<file path="src/common/rsc_regs.svh">
// constants of the ring service channel scheduler
`ifndef RSC_REGS_SVH
`define RSC_REGS_SVH
`define RSC_QDEPTH      5'h10
`define RSC_QAW         4
`define RSC_PH_LAST     3'h4
`define RSC_PH_SVC      3'h2
`define RSC_ELEM_OPDATA 3'h7
`define RSC_HDR_WR_BIT  15
`define RSC_HDR_PROC    11
`define RSC_AT_ERR_BIT  15
`define RSC_PCMD_START  16'h0003
`define RSC_PCMD_CANCEL 16'h0000
`define RSC_PCMD_ACK    5'h07
`define RSC_PCMD_DONE   5'h03
`define RSC_PCMD_ERR    3
`define RSC_IDLE_WORD   16'h0000
`endif

</file>
<file path="src/common/rsc_pkg.sv">
// types of the ring service channel scheduler
package rsc_pkg;
  typedef struct packed {
    logic [3:0]  slave;
    logic [15:0] idn;
    logic [2:0]  elem;
    logic        write;
    logic        proc;
    logic [15:0] wdata;
  } rsc_req_s;
  typedef enum logic {RSC_SRC_LADDER, RSC_SRC_DIAG} rsc_src_e;
  typedef enum logic [2:0] {S_IDLE, S_LOAD, S_HDR, S_IDN, S_DAT, S_FIN} rsc_state_e;
endpackage : rsc_pkg

</file>
<file path="src/common/rsc_qif.sv">
// link between scheduler and its request memory
`timescale 1ns/1ps
interface rsc_qif;
  logic                  wr_en;
  logic [3:0]            wr_addr;
  rsc_pkg::rsc_req_s     wr_data;
  logic [3:0]            rd_addr;
  rsc_pkg::rsc_req_s     rd_data;
  modport ctl (output wr_en, output wr_addr, output wr_data, output rd_addr, input rd_data);
  modport mem (input wr_en, input wr_addr, input wr_data, input rd_addr, output rd_data);
endinterface : rsc_qif

</file>
<file path="src/logic/rsc_qmem.sv">
// request memory of the ladder queue
`timescale 1ns/1ps
module rsc_qmem (
  input wire logic CLK,
  rsc_qif.mem      q
);
  rsc_pkg::rsc_req_s mem_r [16];
  rsc_pkg::rsc_req_s rd_r;
  always_ff @(posedge CLK) begin
    if (q.wr_en) begin
      mem_r[q.wr_addr] <= q.wr_data;
    end
    rd_r <= mem_r[q.rd_addr];
  end
  assign q.rd_data = rd_r;
endmodule : rsc_qmem

</file>
<file path="src/logic/rsc_sched.sv">
// ring service channel scheduler with cyclic telegram builder
// Operation
// [RL1] one shared service word per telegram
// [RL2] service word always sent, length unchanged
// [RL3] one service word per update each way
// [RL4] requests completed in accepted order; code keeps it within the ladder queue only
// [RL5] one transfer active at a time
// [RL6] ladder queue holds sixteen requests
// [RL7] ladder queue served before diagnostic tool
// [RL8] service transfers only after phase two
// [RL9] any parameter element may be addressed
// [RL10] cyclic data sent every cycle
// [RL11] cyclic data only after phase four
// [RL12] only operation data goes cyclic
// [RL13] each cyclic item takes own words
// [RL14] cyclic layout frozen after phase four
// [RL15] master word in MDT, drive in AT
// [RL16] one channel shared by all slaves
// [RL17] procedure command bits and status codes
// [RL18] phases stepped in order, optional hold
// [RL19] requests record fields, report completion
`timescale 1ns/1ps
`include "rsc_regs.svh"
module rsc_sched (
  input  wire logic        CLK,
  input  wire logic        RESET_N,
  input  wire logic        PHASE_DONE,
  input  wire logic        HOLD_P2,
  input  wire logic        PHASE_CONT,
  output logic [2:0]       PHASE,
  output logic             PHASE_COMPLETE,
  input  wire logic        CYCLE_TICK,
  input  wire logic        LAD_VALID,
  output logic             LAD_READY,
  input  wire logic [3:0]  LAD_SLAVE,
  input  wire logic [15:0] LAD_IDN,
  input  wire logic [2:0]  LAD_ELEM,
  input  wire logic        LAD_WRITE,
  input  wire logic        LAD_PROC,
  input  wire logic [15:0] LAD_WDATA,
  input  wire logic        DIAG_VALID,
  output logic             DIAG_READY,
  input  wire logic [3:0]  DIAG_SLAVE,
  input  wire logic [15:0] DIAG_IDN,
  input  wire logic [2:0]  DIAG_ELEM,
  input  wire logic        DIAG_WRITE,
  input  wire logic        DIAG_PROC,
  input  wire logic [15:0] DIAG_WDATA,
  output logic             BUSY,
  output logic             DONE_VALID,
  output logic             DONE_SRC,
  output logic             DONE_ERR,
  output logic [15:0]      DONE_RDATA,
  input  wire logic        CFG_VALID,
  input  wire logic [2:0]  CFG_COUNT,
  input  wire logic [2:0]  CFG_ELEM,
  output logic             CFG_REFUSED,
  output logic [2:0]       CYC_IDX,
  input  wire logic [15:0] CYC_DATA,
  output logic             MDT_VALID,
  output logic             MDT_LAST,
  output logic [15:0]      MDT_WORD,
  input  wire logic        AT_VALID,
  input  wire logic        AT_FIRST,
  input  wire logic [15:0] AT_WORD
);
  // ----------------------------------------
  // reset release
  // ----------------------------------------
  logic rst_a_r;
  logic rst_n;
  always_ff @(posedge CLK or negedge RESET_N) begin
    if (!RESET_N) begin
      rst_a_r <= 1'b0;
      rst_n   <= 1'b0;
    end else begin
      rst_a_r <= 1'b1;
      rst_n   <= rst_a_r;
    end
  end

  function automatic logic [3:0] ptr_inc(input logic [3:0] p);
    ptr_inc = p + 4'h1;
  endfunction : ptr_inc

  // ----------------------------------------
  // communication phases
  // ----------------------------------------
  logic [2:0] ph_r, ph_nxt;
  logic       phd_r, phd_nxt;
  logic       sc_ok;
  logic       cyc_on;
  always_comb begin
    ph_nxt  = ph_r;
    phd_nxt = phd_r;
    if (!phd_r) begin
      phd_nxt = PHASE_DONE;
    end else if (ph_r != `RSC_PH_LAST) begin
      if (!(ph_r == `RSC_PH_SVC && HOLD_P2) || PHASE_CONT) begin // [RL18]
        ph_nxt  = ph_r + 3'h1;
        phd_nxt = 1'b0;
      end
    end
  end
  always_ff @(posedge CLK or negedge rst_n) begin
    if (!rst_n) begin
      ph_r  <= 3'h0;
      phd_r <= 1'b0;
    end else begin
      ph_r  <= ph_nxt;
      phd_r <= phd_nxt;
    end
  end
  assign sc_ok  = (ph_r > `RSC_PH_SVC) || (ph_r == `RSC_PH_SVC && phd_r); // [RL8]
  assign cyc_on = (ph_r == `RSC_PH_LAST) && phd_r; // [RL11]
  assign PHASE          = ph_r;
  assign PHASE_COMPLETE = phd_r;

  // ----------------------------------------
  // cyclic layout
  // ----------------------------------------
  logic [2:0] cyc_cnt_r, cyc_cnt_nxt;
  logic       cfg_ref_r, cfg_ref_nxt;
  always_comb begin
    cyc_cnt_nxt = cyc_cnt_r;
    cfg_ref_nxt = 1'b0;
    if (CFG_VALID) begin
      if (cyc_on || CFG_ELEM != `RSC_ELEM_OPDATA) begin // [RL14] [RL12]
        cfg_ref_nxt = 1'b1;
      end else begin
        cyc_cnt_nxt = CFG_COUNT;
      end
    end
  end
  always_ff @(posedge CLK or negedge rst_n) begin
    if (!rst_n) begin
      cyc_cnt_r <= 3'h0;
      cfg_ref_r <= 1'b0;
    end else begin
      cyc_cnt_r <= cyc_cnt_nxt;
      cfg_ref_r <= cfg_ref_nxt;
    end
  end
  assign CFG_REFUSED = cfg_ref_r;

  // ----------------------------------------
  // request sources
  // ----------------------------------------
  rsc_qif q ();
  rsc_qmem u_qmem (.CLK(CLK), .q(q));
  logic [3:0] head_r, head_nxt, tail_r, tail_nxt;
  logic [4:0] cnt_r, cnt_nxt;
  logic       push, pop;
  rsc_pkg::rsc_req_s diag_r, diag_nxt;
  logic       diag_v_r, diag_v_nxt;
  rsc_pkg::rsc_state_e st_r, st_nxt;
  rsc_pkg::rsc_src_e   src_r, src_nxt;
  rsc_pkg::rsc_req_s   cur_r, cur_nxt;
  assign LAD_READY  = (cnt_r != `RSC_QDEPTH); // [RL6]
  assign DIAG_READY = !diag_v_r;
  assign push       = LAD_VALID && LAD_READY;
  assign pop        = (st_r == rsc_pkg::S_LOAD) && (src_r == rsc_pkg::RSC_SRC_LADDER);
  assign q.wr_en    = push;
  assign q.wr_addr  = tail_r;
  assign q.wr_data  = '{LAD_SLAVE, LAD_IDN, LAD_ELEM, LAD_WRITE, LAD_PROC, LAD_WDATA}; // [RL19]
  assign q.rd_addr  = head_r;
  always_comb begin
    head_nxt   = pop ? ptr_inc(head_r) : head_r; // [RL4]
    tail_nxt   = push ? ptr_inc(tail_r) : tail_r;
    cnt_nxt    = cnt_r + {4'h0, push} - {4'h0, pop};
    diag_nxt   = diag_r;
    diag_v_nxt = diag_v_r;
    if ((st_r == rsc_pkg::S_LOAD) && (src_r == rsc_pkg::RSC_SRC_DIAG)) begin
      diag_v_nxt = 1'b0;
    end else if (DIAG_VALID && !diag_v_r) begin
      diag_nxt   = '{DIAG_SLAVE, DIAG_IDN, DIAG_ELEM, DIAG_WRITE, DIAG_PROC, DIAG_WDATA};
      diag_v_nxt = 1'b1;
    end
  end
  always_ff @(posedge CLK or negedge rst_n) begin
    if (!rst_n) begin
      head_r   <= 4'h0;
      tail_r   <= 4'h0;
      cnt_r    <= 5'h00;
      diag_r   <= '0;
      diag_v_r <= 1'b0;
    end else begin
      head_r   <= head_nxt;
      tail_r   <= tail_nxt;
      cnt_r    <= cnt_nxt;
      diag_r   <= diag_nxt;
      diag_v_r <= diag_v_nxt;
    end
  end

  // ----------------------------------------
  // transfer sequencer
  // ----------------------------------------
  logic [15:0] svc_word;
  logic        err_r, err_nxt;
  logic [15:0] rdat_r, rdat_nxt;
  logic        done_r, done_nxt;
  logic        at_svc;
  assign at_svc = AT_VALID && AT_FIRST; // [RL15]
  always_comb begin
    case (st_r)
      rsc_pkg::S_HDR: begin // [RL9] [RL16]
        svc_word = {cur_r.write, cur_r.elem, cur_r.proc, 7'h00, cur_r.slave};
      end
      rsc_pkg::S_IDN: svc_word = cur_r.idn;
      rsc_pkg::S_DAT: svc_word = cur_r.write ? cur_r.wdata : `RSC_IDLE_WORD;
      default:        svc_word = `RSC_IDLE_WORD; // [RL2]
    endcase
  end
  always_comb begin
    st_nxt   = st_r;
    src_nxt  = src_r;
    cur_nxt  = cur_r;
    err_nxt  = err_r;
    rdat_nxt = rdat_r;
    done_nxt = 1'b0;
    if (at_svc && st_r != rsc_pkg::S_IDLE && st_r != rsc_pkg::S_LOAD) begin
      rdat_nxt = AT_WORD;
      if (AT_WORD[`RSC_AT_ERR_BIT]) begin
        err_nxt = 1'b1;
      end
    end
    case (st_r)
      rsc_pkg::S_IDLE: begin
        if (sc_ok && cnt_r != 5'h00) begin // [RL7] [RL5]
          src_nxt = rsc_pkg::RSC_SRC_LADDER;
          st_nxt  = rsc_pkg::S_LOAD;
        end else if (sc_ok && diag_v_r) begin
          src_nxt = rsc_pkg::RSC_SRC_DIAG;
          st_nxt  = rsc_pkg::S_LOAD;
        end
      end
      rsc_pkg::S_LOAD: begin
        cur_nxt = (src_r == rsc_pkg::RSC_SRC_LADDER) ? q.rd_data : diag_r;
        err_nxt = 1'b0;
        st_nxt  = rsc_pkg::S_HDR;
      end
      rsc_pkg::S_HDR: if (CYCLE_TICK) st_nxt = rsc_pkg::S_IDN; // [RL3]
      rsc_pkg::S_IDN: if (CYCLE_TICK) st_nxt = rsc_pkg::S_DAT;
      rsc_pkg::S_DAT: if (CYCLE_TICK) st_nxt = rsc_pkg::S_FIN;
      rsc_pkg::S_FIN: begin
        if (CYCLE_TICK) begin
          done_nxt = 1'b1; // [RL19]
          st_nxt   = rsc_pkg::S_IDLE;
          if (cur_r.proc && !cur_r.write && rdat_r[`RSC_PCMD_ERR]) begin // [RL17]
            err_nxt = 1'b1;
          end
        end
      end
      default: st_nxt = rsc_pkg::S_IDLE;
    endcase
  end
  always_ff @(posedge CLK or negedge rst_n) begin
    if (!rst_n) begin
      st_r   <= rsc_pkg::S_IDLE;
      src_r  <= rsc_pkg::RSC_SRC_LADDER;
      cur_r  <= '0;
      err_r  <= 1'b0;
      rdat_r <= 16'h0000;
      done_r <= 1'b0;
    end else begin
      st_r   <= st_nxt;
      src_r  <= src_nxt;
      cur_r  <= cur_nxt;
      err_r  <= err_nxt;
      rdat_r <= rdat_nxt;
      done_r <= done_nxt;
    end
  end
  assign BUSY       = (st_r != rsc_pkg::S_IDLE);
  assign DONE_VALID = done_r;
  assign DONE_SRC   = src_r;
  assign DONE_ERR   = err_r;
  assign DONE_RDATA = rdat_r;

  // ----------------------------------------
  // MDT builder
  // ----------------------------------------
  logic        tx_act_r, tx_act_nxt;
  logic [2:0]  tx_idx_r, tx_idx_nxt;
  logic [2:0]  tx_len_r, tx_len_nxt;
  logic        mv_r, mv_nxt, ml_r, ml_nxt;
  logic [15:0] mw_r, mw_nxt;
  always_comb begin
    tx_act_nxt = tx_act_r;
    tx_idx_nxt = tx_idx_r;
    tx_len_nxt = tx_len_r;
    mv_nxt     = 1'b0;
    ml_nxt     = 1'b0;
    mw_nxt     = mw_r;
    if (CYCLE_TICK) begin
      mv_nxt     = 1'b1;
      mw_nxt     = svc_word; // [RL1] [RL2]
      tx_len_nxt = cyc_on ? cyc_cnt_r : 3'h0; // [RL13] [RL11]
      tx_idx_nxt = 3'h1;
      tx_act_nxt = (tx_len_nxt != 3'h0); // [RL10]
      ml_nxt     = !tx_act_nxt;
    end else if (tx_act_r) begin
      mv_nxt     = 1'b1;
      mw_nxt     = CYC_DATA;
      ml_nxt     = (tx_idx_r == tx_len_r);
      tx_act_nxt = !ml_nxt;
      tx_idx_nxt = tx_idx_r + 3'h1;
    end
  end
  always_ff @(posedge CLK or negedge rst_n) begin
    if (!rst_n) begin
      tx_act_r <= 1'b0;
      tx_idx_r <= 3'h0;
      tx_len_r <= 3'h0;
      mv_r     <= 1'b0;
      ml_r     <= 1'b0;
      mw_r     <= 16'h0000;
    end else begin
      tx_act_r <= tx_act_nxt;
      tx_idx_r <= tx_idx_nxt;
      tx_len_r <= tx_len_nxt;
      mv_r     <= mv_nxt;
      ml_r     <= ml_nxt;
      mw_r     <= mw_nxt;
    end
  end
  assign CYC_IDX   = tx_idx_r - 3'h1;
  assign MDT_VALID = mv_r;
  assign MDT_LAST  = ml_r;
  assign MDT_WORD  = mw_r;
endmodule : rsc_sched

</file>
<file path="config.mk">
export PLATFORM = sky130hd
export DESIGN_NAME = rsc_sched
export DESIGN_NICKNAME = d
export VERILOG_FILES = /design/src/common/rsc_pkg.sv /design/src/common/rsc_qif.sv /design/src/logic/rsc_qmem.sv /design/src/logic/rsc_sched.sv
export VERILOG_INCLUDE_DIRS = /design/src /design/src/common
export SDC_FILE = /design/constraint.sdc
export NUM_CORES = 1
export LEC_CHECK = 0
export BUFFER_PORTS_ARGS = -buffer_cell sky130_fd_sc_hd__buf_2
export CAP_MARGIN = 10
export CORE_ASPECT_RATIO = 0.6
export CORE_MARGIN = 5
export CORE_UTILIZATION = 45
export CTS_CLUSTER_DIAMETER = 40
export DETAILED_ROUTE_END_ITERATION = 10
export PLACE_DENSITY_LB_ADDON = 0.08
export SETUP_SLACK_MARGIN = 0.4
export SLEW_MARGIN = 20
export SYNTH_ARGS = -nofsm -noshare
export SYNTH_HDL_FRONTEND = slang
export SYNTH_SLANG_ARGS = --single-unit
</file>
<file path="constraint.sdc">
create_clock -name CLK -period 7.35 [get_ports CLK]
set_clock_uncertainty 0.15 [all_clocks]
set_input_delay 0.3675 -clock CLK [delete_from_list [all_inputs] [get_ports CLK]]
set_output_delay 0.3675 -clock CLK [all_outputs]
set_load 0.1 [all_outputs]
</file>
Yosys cells after proc, flatten, opt, wreduce, memory -nomap -nowiden
Memories as Yosys holds them, arrays and structs flattened. A register that Yosys moved wholly into a read port is not among the register bits.
Index checks and enable logic that the tools add are counted.

storage, ports and cells
  bits in latches = 0
  memories = 1
  output and inout port bits = 48
  logic and storage cells = 135
  flip-flop bits (word level) = 153
  input port bits = 131
  ROM bits = 0
  bits in writable memories = 656

cells by class
  add/subtract/negate cells = 7
  mux-type cells = 39
  eq/ne operators = 17
  $mul = 0
  divide/modulo/power cells = 0
  shift-type cells = 0
  magnitude comparators = 1
  bitwise logic cells = 3
  reduce and logical (&&, ||, !) cells = 34

memories
  name          words  bits a word  read ports  clocked after memory_dff  write ports  line           source
  u_qmem.mem_r  16     41           1           1                         1            rsc_qmem.sv:7  rsc_pkg::rsc_req_s mem_r [16];

operators with widths
  cell                                                  number
  2-to-1 mux 16 bit                                     3
  one-hot mux 16 bit (3 select lines)                   1
  2-to-1 mux 41 bit                                     1
  2-to-1 mux 3 bit                                      9
  2-to-1 mux 1 bit                                      23
  one-hot mux 3 bit (6 select lines)                    1
  logical AND 1 bit                                     14
  equality test 3 x 2 -> 1 bit (second input constant)  3
  equality test 3 bit (second input constant)           3
  != test 3 bit (second input constant)                 3
  adder 4 x 1 -> 4 bit (second input constant)          2
  != test 2 bit (second input constant)                 4
  adder 3 x 1 -> 3 bit (second input constant)          2
  AND reduction 2 bit                                   3
  nonzero test 2 bit                                    3
  nonzero test 3 bit                                    2
  adder 5 x 1 -> 5 bit                                  1
  zero test 1 bit                                       5
  != test 5 bit (second input constant)                 1
  AND reduction 5 bit                                   1
  nonzero test 5 bit                                    1
  subtractor 5 x 1 -> 5 bit                             1
  equality test 3 x 1 -> 1 bit (second input constant)  1
  equality test 3 bit                                   1
  8 further kinds                                       12

Logic depth before layout (Yosys ltp)
  depth after elaboration = 7
  mapped depth = 15

Hierarchy
From an unflattened synthesis, not the netlist that was laid out.

unflattened totals
  cells, all modules = 1694
  area total of the unflattened synthesis = 32311.0 um^2

by module, submodules not included
  module     area each (um^2)  instances  sequential area each (um^2)  cells each
  rsc_qmem   25369.3           1          20519.7                      1066
  rsc_sched  6941.7            1          3828.7                       628

Least setup slack after synthesis
No wires, ideal clock.

  kind = flip-flop to flip-flop
  start point = reg cnt_r[2]
  end point = mem u_qmem.mem_r[1][0] (netlist bit), enable pin
  arrival = 5.783 ns
  buffers on the path = 1
  setup time = 0.542 ns
  clock period less this slack = 6.474 ns
  stages on the path, launching flop included = 8
  path slack = 0.876 ns
  required time = 6.658 ns
  path through = dfrtp_1 inv_1 ha_1 nand4bb_1 and2_1 clkbuf_2 inv_1 nor4_1

on the way
  longest elaborated chain between the ends = 4

RTL lines
  what                                    line              source
  from (decl)                             rsc_sched.sv:152  logic [4:0] cnt_r, cnt_nxt;
  from (signal assigned)                  rsc_sched.sv:190  cnt_r <= cnt_nxt;
  != test 5 bit (no line)                 n/a
  named net LAD_READY                     rsc_sched.sv:34   output logic LAD_READY,
  logical AND 1 bit                       rsc_sched.sv:161  assign push = LAD_VALID && LAD_READY;
  2-to-1 mux 1 bit                        rsc_qmem.sv:10    if (q.wr_en) begin
  2-to-1 mux 1 bit (not written as such)  rsc_qmem.sv:11    mem_r[q.wr_addr] <= q.wr_data;
  to (decl)                               rsc_qmem.sv:7

The timed path passes the listed nets, and every way through them passes these cells.

Worst setup path in the final report
  start point = reg st_r[0]
  end point = reg cnt_r[4]

on the way
  longest elaborated chain between the ends = 3

RTL lines
  what                          line              source
  from (decl)                   rsc_sched.sv:156  rsc_pkg::rsc_state_e st_r, st_nxt;
  from (signal assigned)        rsc_sched.sv:260  st_r <= rsc_pkg::S_IDLE;
  from (signal assigned)        rsc_sched.sv:267  st_r <= st_nxt;
  equality test 3 x 1 -> 1 bit  rsc_sched.sv:162  assign pop = (st_r == rsc_pkg::S_LOAD) && (src_r == rsc_pkg::RSC_SRC_LADDER);
  logical AND 1 bit             rsc_sched.sv:162
  subtractor 5 x 1 -> 5 bit     rsc_sched.sv:170  cnt_nxt = cnt_r + {4'h0, push} - {4'h0, pop};
  named net cnt_nxt[4]          rsc_sched.sv:152

The timed path passes the listed nets, and every way through them passes these cells.
A chain may end at the register's enable or synchronous reset.

==> summary.md <==
| Metric | Value |
|---|---|
| Seq pwr share | 42.2% |
| Largest net degree at the start of global routing | 124 |
| Routed Antenna Nets | 0 |
| Critical path depth in cells | 11 |
| Vias/cell | 5.43 |
| Sw Pwr | 5.37 mW |
| FF-to-FF Start | st_r[0]$_DFFE_PN0P_ |
| Critical Path Sink | cnt_r[4]$_DFF_PN0_ |
| Static leakage | 13.7 nW |
| First-pass GRT wire length | 116 mm |
| Avg Cell Area, Syn | 19.2 um^2 |
| CP required | 7.77 ns |
| Max Root-Sink Buffers | 3 |
| Family with the most delay on the worst path | flip-flops |
| Share of cells above drive strength 1 | 28.5% |
| Setup bufs post-CTS | 0 |
| Crit Path Class | flop to flop |
| Final hold violation count | 0 |
| Root buffer cell | clkbuf_16 |
| FP Rows | 76 |
| Most frequent CP cell | inv_1 |
| Power per cell area | 412 nW/um^2 |
| Minimum clock period | 3.53 ns |
| Die Width | 356 um |
| IO buf count | 178 |
| Ys async rst share | 18.0% |
| Core ar. | 71500 um^2 |
| RR Endpoint | cnt_r[4]$_DFF_PN0_ |
| YS warnings | 0 |
| Switching Fraction | 33.7% |
| Crit path DAT | 3.94 ns |
| Max IR drop VDD | 0.000363 V |
| Worst-path clk slew | 0.06 ns |
| Pwr Total | 15.9 mW |
| CTS tree | done |
| RSZ-0062 raised after global routing | no |
| Combinational share of power | 28.8% |
| 1st-pass router iterations | 7 |
| GR Util All Layers | 20.3% |
| Worst-case reg-to-reg path depth | 11 |
| Startpoint types | flop |
| Buffer and inverter count on the worst path | 3 |
| HP Class | input pin to flop |
| Clock Sinks | 850 |
| Die area | 77600 um^2 |
| Rel. slew slack | 19.2% |
| Synth Cell Area | 32400 um^2 |
| Final Setup Violations | 0 |
| Clk Latency, worst-skew pair | 0.65 ns |
| Register area share after synthesis | 75.2% |
| Synthesized instance count | 1683 |
| Clk pwr share | 29.0% |
| Max Clk Rate | 0.284 GHz |
| Syn Nets | 1831 |
| H-tree Lvls | 3 |
| Pint | 10.6 mW |
| Status | complete, no violations |
| CP Cell Sequence | nor3b_4 -> nor2b_1 -> ha_1 -> inv_1 -> ha_1 -> inv_1 -> fa_1 -> inv_1 -> a21oi_1 -> o21bai_1 -> xnor2_1 |
| Global placer's final weighted congestion | 0.799 |
| Final period utilization | 48.0% |
| Post-cts sizing count | 0 |
| Starting Density | 45.3% |
| Final nets | 2162 |
| Post-synth EDFFs | 656 |
| Netlist cell types | 53 |
| Routed wire length | 77.8 mm |
| Register-to-register path setup slack | 3.82 ns |
| DRC | 0 |
| Commonest non-fill, non-tap cell in the layout | edfxtp_1 |
| Commonest non-fill, non-tap cells in the layout | 656 x edfxtp_1, 178 x buf_2, 164 x mux4_2, 149 x dfrtp_1, 126 x dlygate4sd3_1 |
| Total number of vias | 16666 |
| GRT overflow | 0 |
| IO Pins | 179 |
| Max_cap viols | 0 |
| Die height | 218 um |
| WL/cell | 25.4 um |
| Slew @ Worst Pin | 1.21 ns |
| Post-synth top flop | edfxtp_1 |
| Crit. Startpoint | st_r[0]$_DFFE_PN0P_ |
| Slew Viols, Final | 0 |
| Max stage delay on crit path | 0.99 ns |
| Initial antenna violation count | 4 |
| Area delta synth->final | 19.6% |
| Number of global-route vias before repair | 17427 |
| Post-DP HPWL | 42.0 mm |
| DRT iter0 DRCs | 1345 |
| CP max stage cell | dfrtp_1 |
| CP Capture Type | flop |
| Max FO, Critical Path | 25 |
| TNS Setup | 0 ns |
| Inserted Clock Buffers | 89 |
| Synthesized flop and latch total | 850 |
cell type report:
class	count	area, um^2
clock inverter	61	659
clock buffer	107	2390
sequential	850	24400
fill	5662	32800
multi-input combinational	710	7560
timing repair buffer	336	2420
antenna	4	10.0
tap	975	1220
inverter	27	101
Yosys cell counts, types with 2 or more instances:
cell	number	area, um^2
a21oi_1	49	245
a22oi_1	91	683
a32oi_1	7	61.3
and2_1	10	62.6
buf_1	14	52.6
buf_2	22	110
buf_4	9	67.6
buf_6	8	90.1
clkbuf_1	41	154
clkbuf_2	2	10.0
dfrtp_1	153	3830
dfxtp_1	41	821
edfxtp_1	656	19700
ha_1	16	200
inv_1	26	97.6
mux2_1	10	113
mux2_2	46	518
mux2i_1	42	420
mux4_2	164	3690
nand2_1	102	383
nand2b_1	2	12.5
nand3_1	3	15.0
nand3b_1	2	15.0
nand4_1	2	12.5
nor2_1	53	199
nor2b_1	21	131
nor3_1	3	15.0
nor3b_1	3	22.5
nor4_1	4	25.0
o21a_1	17	128
o21ai_0	6	30.0
o21bai_1	2	15.0
o22ai_1	17	106
or3_1	2	12.5
xnor2_1	11	96.3
xor2_1	9	78.8
metal layers:
layer,track usage (%),wire length [um],vias up,part of all wire (%)
met5,0,7,-,0.0090
met4,4.30,1320,2,1.7
met3,4.00,4390,112,5.6
met2,30.3,35400,397,45
met1,31.4,36700,8796,47
li1,-,-,7359,-
what timing repair did:
item,CTS,global route
setup endpoints to repair,0,0
hold endpoints to repair,739,0
hold buffers,126,0
how the worst min path moves through the flow:
stage                                    endpoint  cells after the start  startpoint  slack (ns)
after floorplan                 rst_a_r$_DFF_PN0_                      0     RESET_N       -0.08
after global placement          rst_a_r$_DFF_PN0_                      1     RESET_N       0.004
after detailed placement        rst_a_r$_DFF_PN0_                      1     RESET_N       0.005
after CTS                 tx_idx_r[1]$_DFFE_PN0P_                      2  CYCLE_TICK        0.03
after global routing      tx_idx_r[1]$_DFFE_PN0P_                      2  CYCLE_TICK        0.07
final                     tx_idx_r[2]$_DFFE_PN0P_                      2  CYCLE_TICK        0.07
kinds of logic (layout without fill, tap and decap cells):
group                      after synthesis  after routing  share of synthesized area [%]
DFF                                    850            850                           75.2
muxes                                  262            262                           14.7
and+or+nand+nor                        213            213                           2.98
AOI/OAI and AO/OA                      197            197                           4.13
buffers and inverters                  123            531                           1.81
xor gates and xnor gates                20             20                          0.541
adders and majority gates               17             17                          0.680
other                                    1              5                         0.0116
power groups by stage:
stage               registers, mW  clock network, mW  logic (mW)
floorplan                    7.04                  0        2.98
global placement             6.81                  0        4.54
detailed placement           6.83                  0        4.57
CTS                          6.74               4.73        4.65
global route                 6.81               4.95        4.96
finish                       6.72               4.62        4.60
per-stage QoR:
| step | util [%] | cell area [um^2] | worst slack, ns | cells | hold slack (ns) |
|---|---|---|---|---|---|
| floorplan | - | 32400 | 0.876 | 1683 | -0.0781 |
| global placement | 48.1 | 34400 | 3.94 | 2772 | 0.00382 |
| detailed placement | 48.1 | 34400 | 3.86 | 2772 | 0.00545 |
| CTS | 54.1 | 38700 | 3.84 | 3066 | 0.0264 |
| global route | 54.1 | 38700 | 3.55 | 3068 | 0.0680 |
| finish | 54.1 | 38700 | 3.82 | 3070 | 0.0747 |
worst reg2reg max path, cell delays in order, from the launching register on:
cell	delay [ns]
dfrtp_1	0.99
nor3b_4	0.46
nor2b_1	0.41
ha_1	0.32
inv_1	0.06
ha_1	0.16
inv_1	0.06
fa_1	0.43
inv_1	0.07
a21oi_1	0.06
o21bai_1	0.16
xnor2_1	0.13
flip-flops by register name, indices dropped and copies added, names as in the netlist, 3 cells and up:
name              count
PHASE                 3
head_r                4
tx_len_r              3
st_r                  3
diag_r               41
cnt_r                 5
u_qmem.q.rd_data     41
cyc_cnt_r             3
MDT_WORD             16
cur_r                41
tx_idx_r              3
q.wr_addr             4
DONE_RDATA           16
u_qmem.mem_r        656
Power figures use the tool's default switching activity.
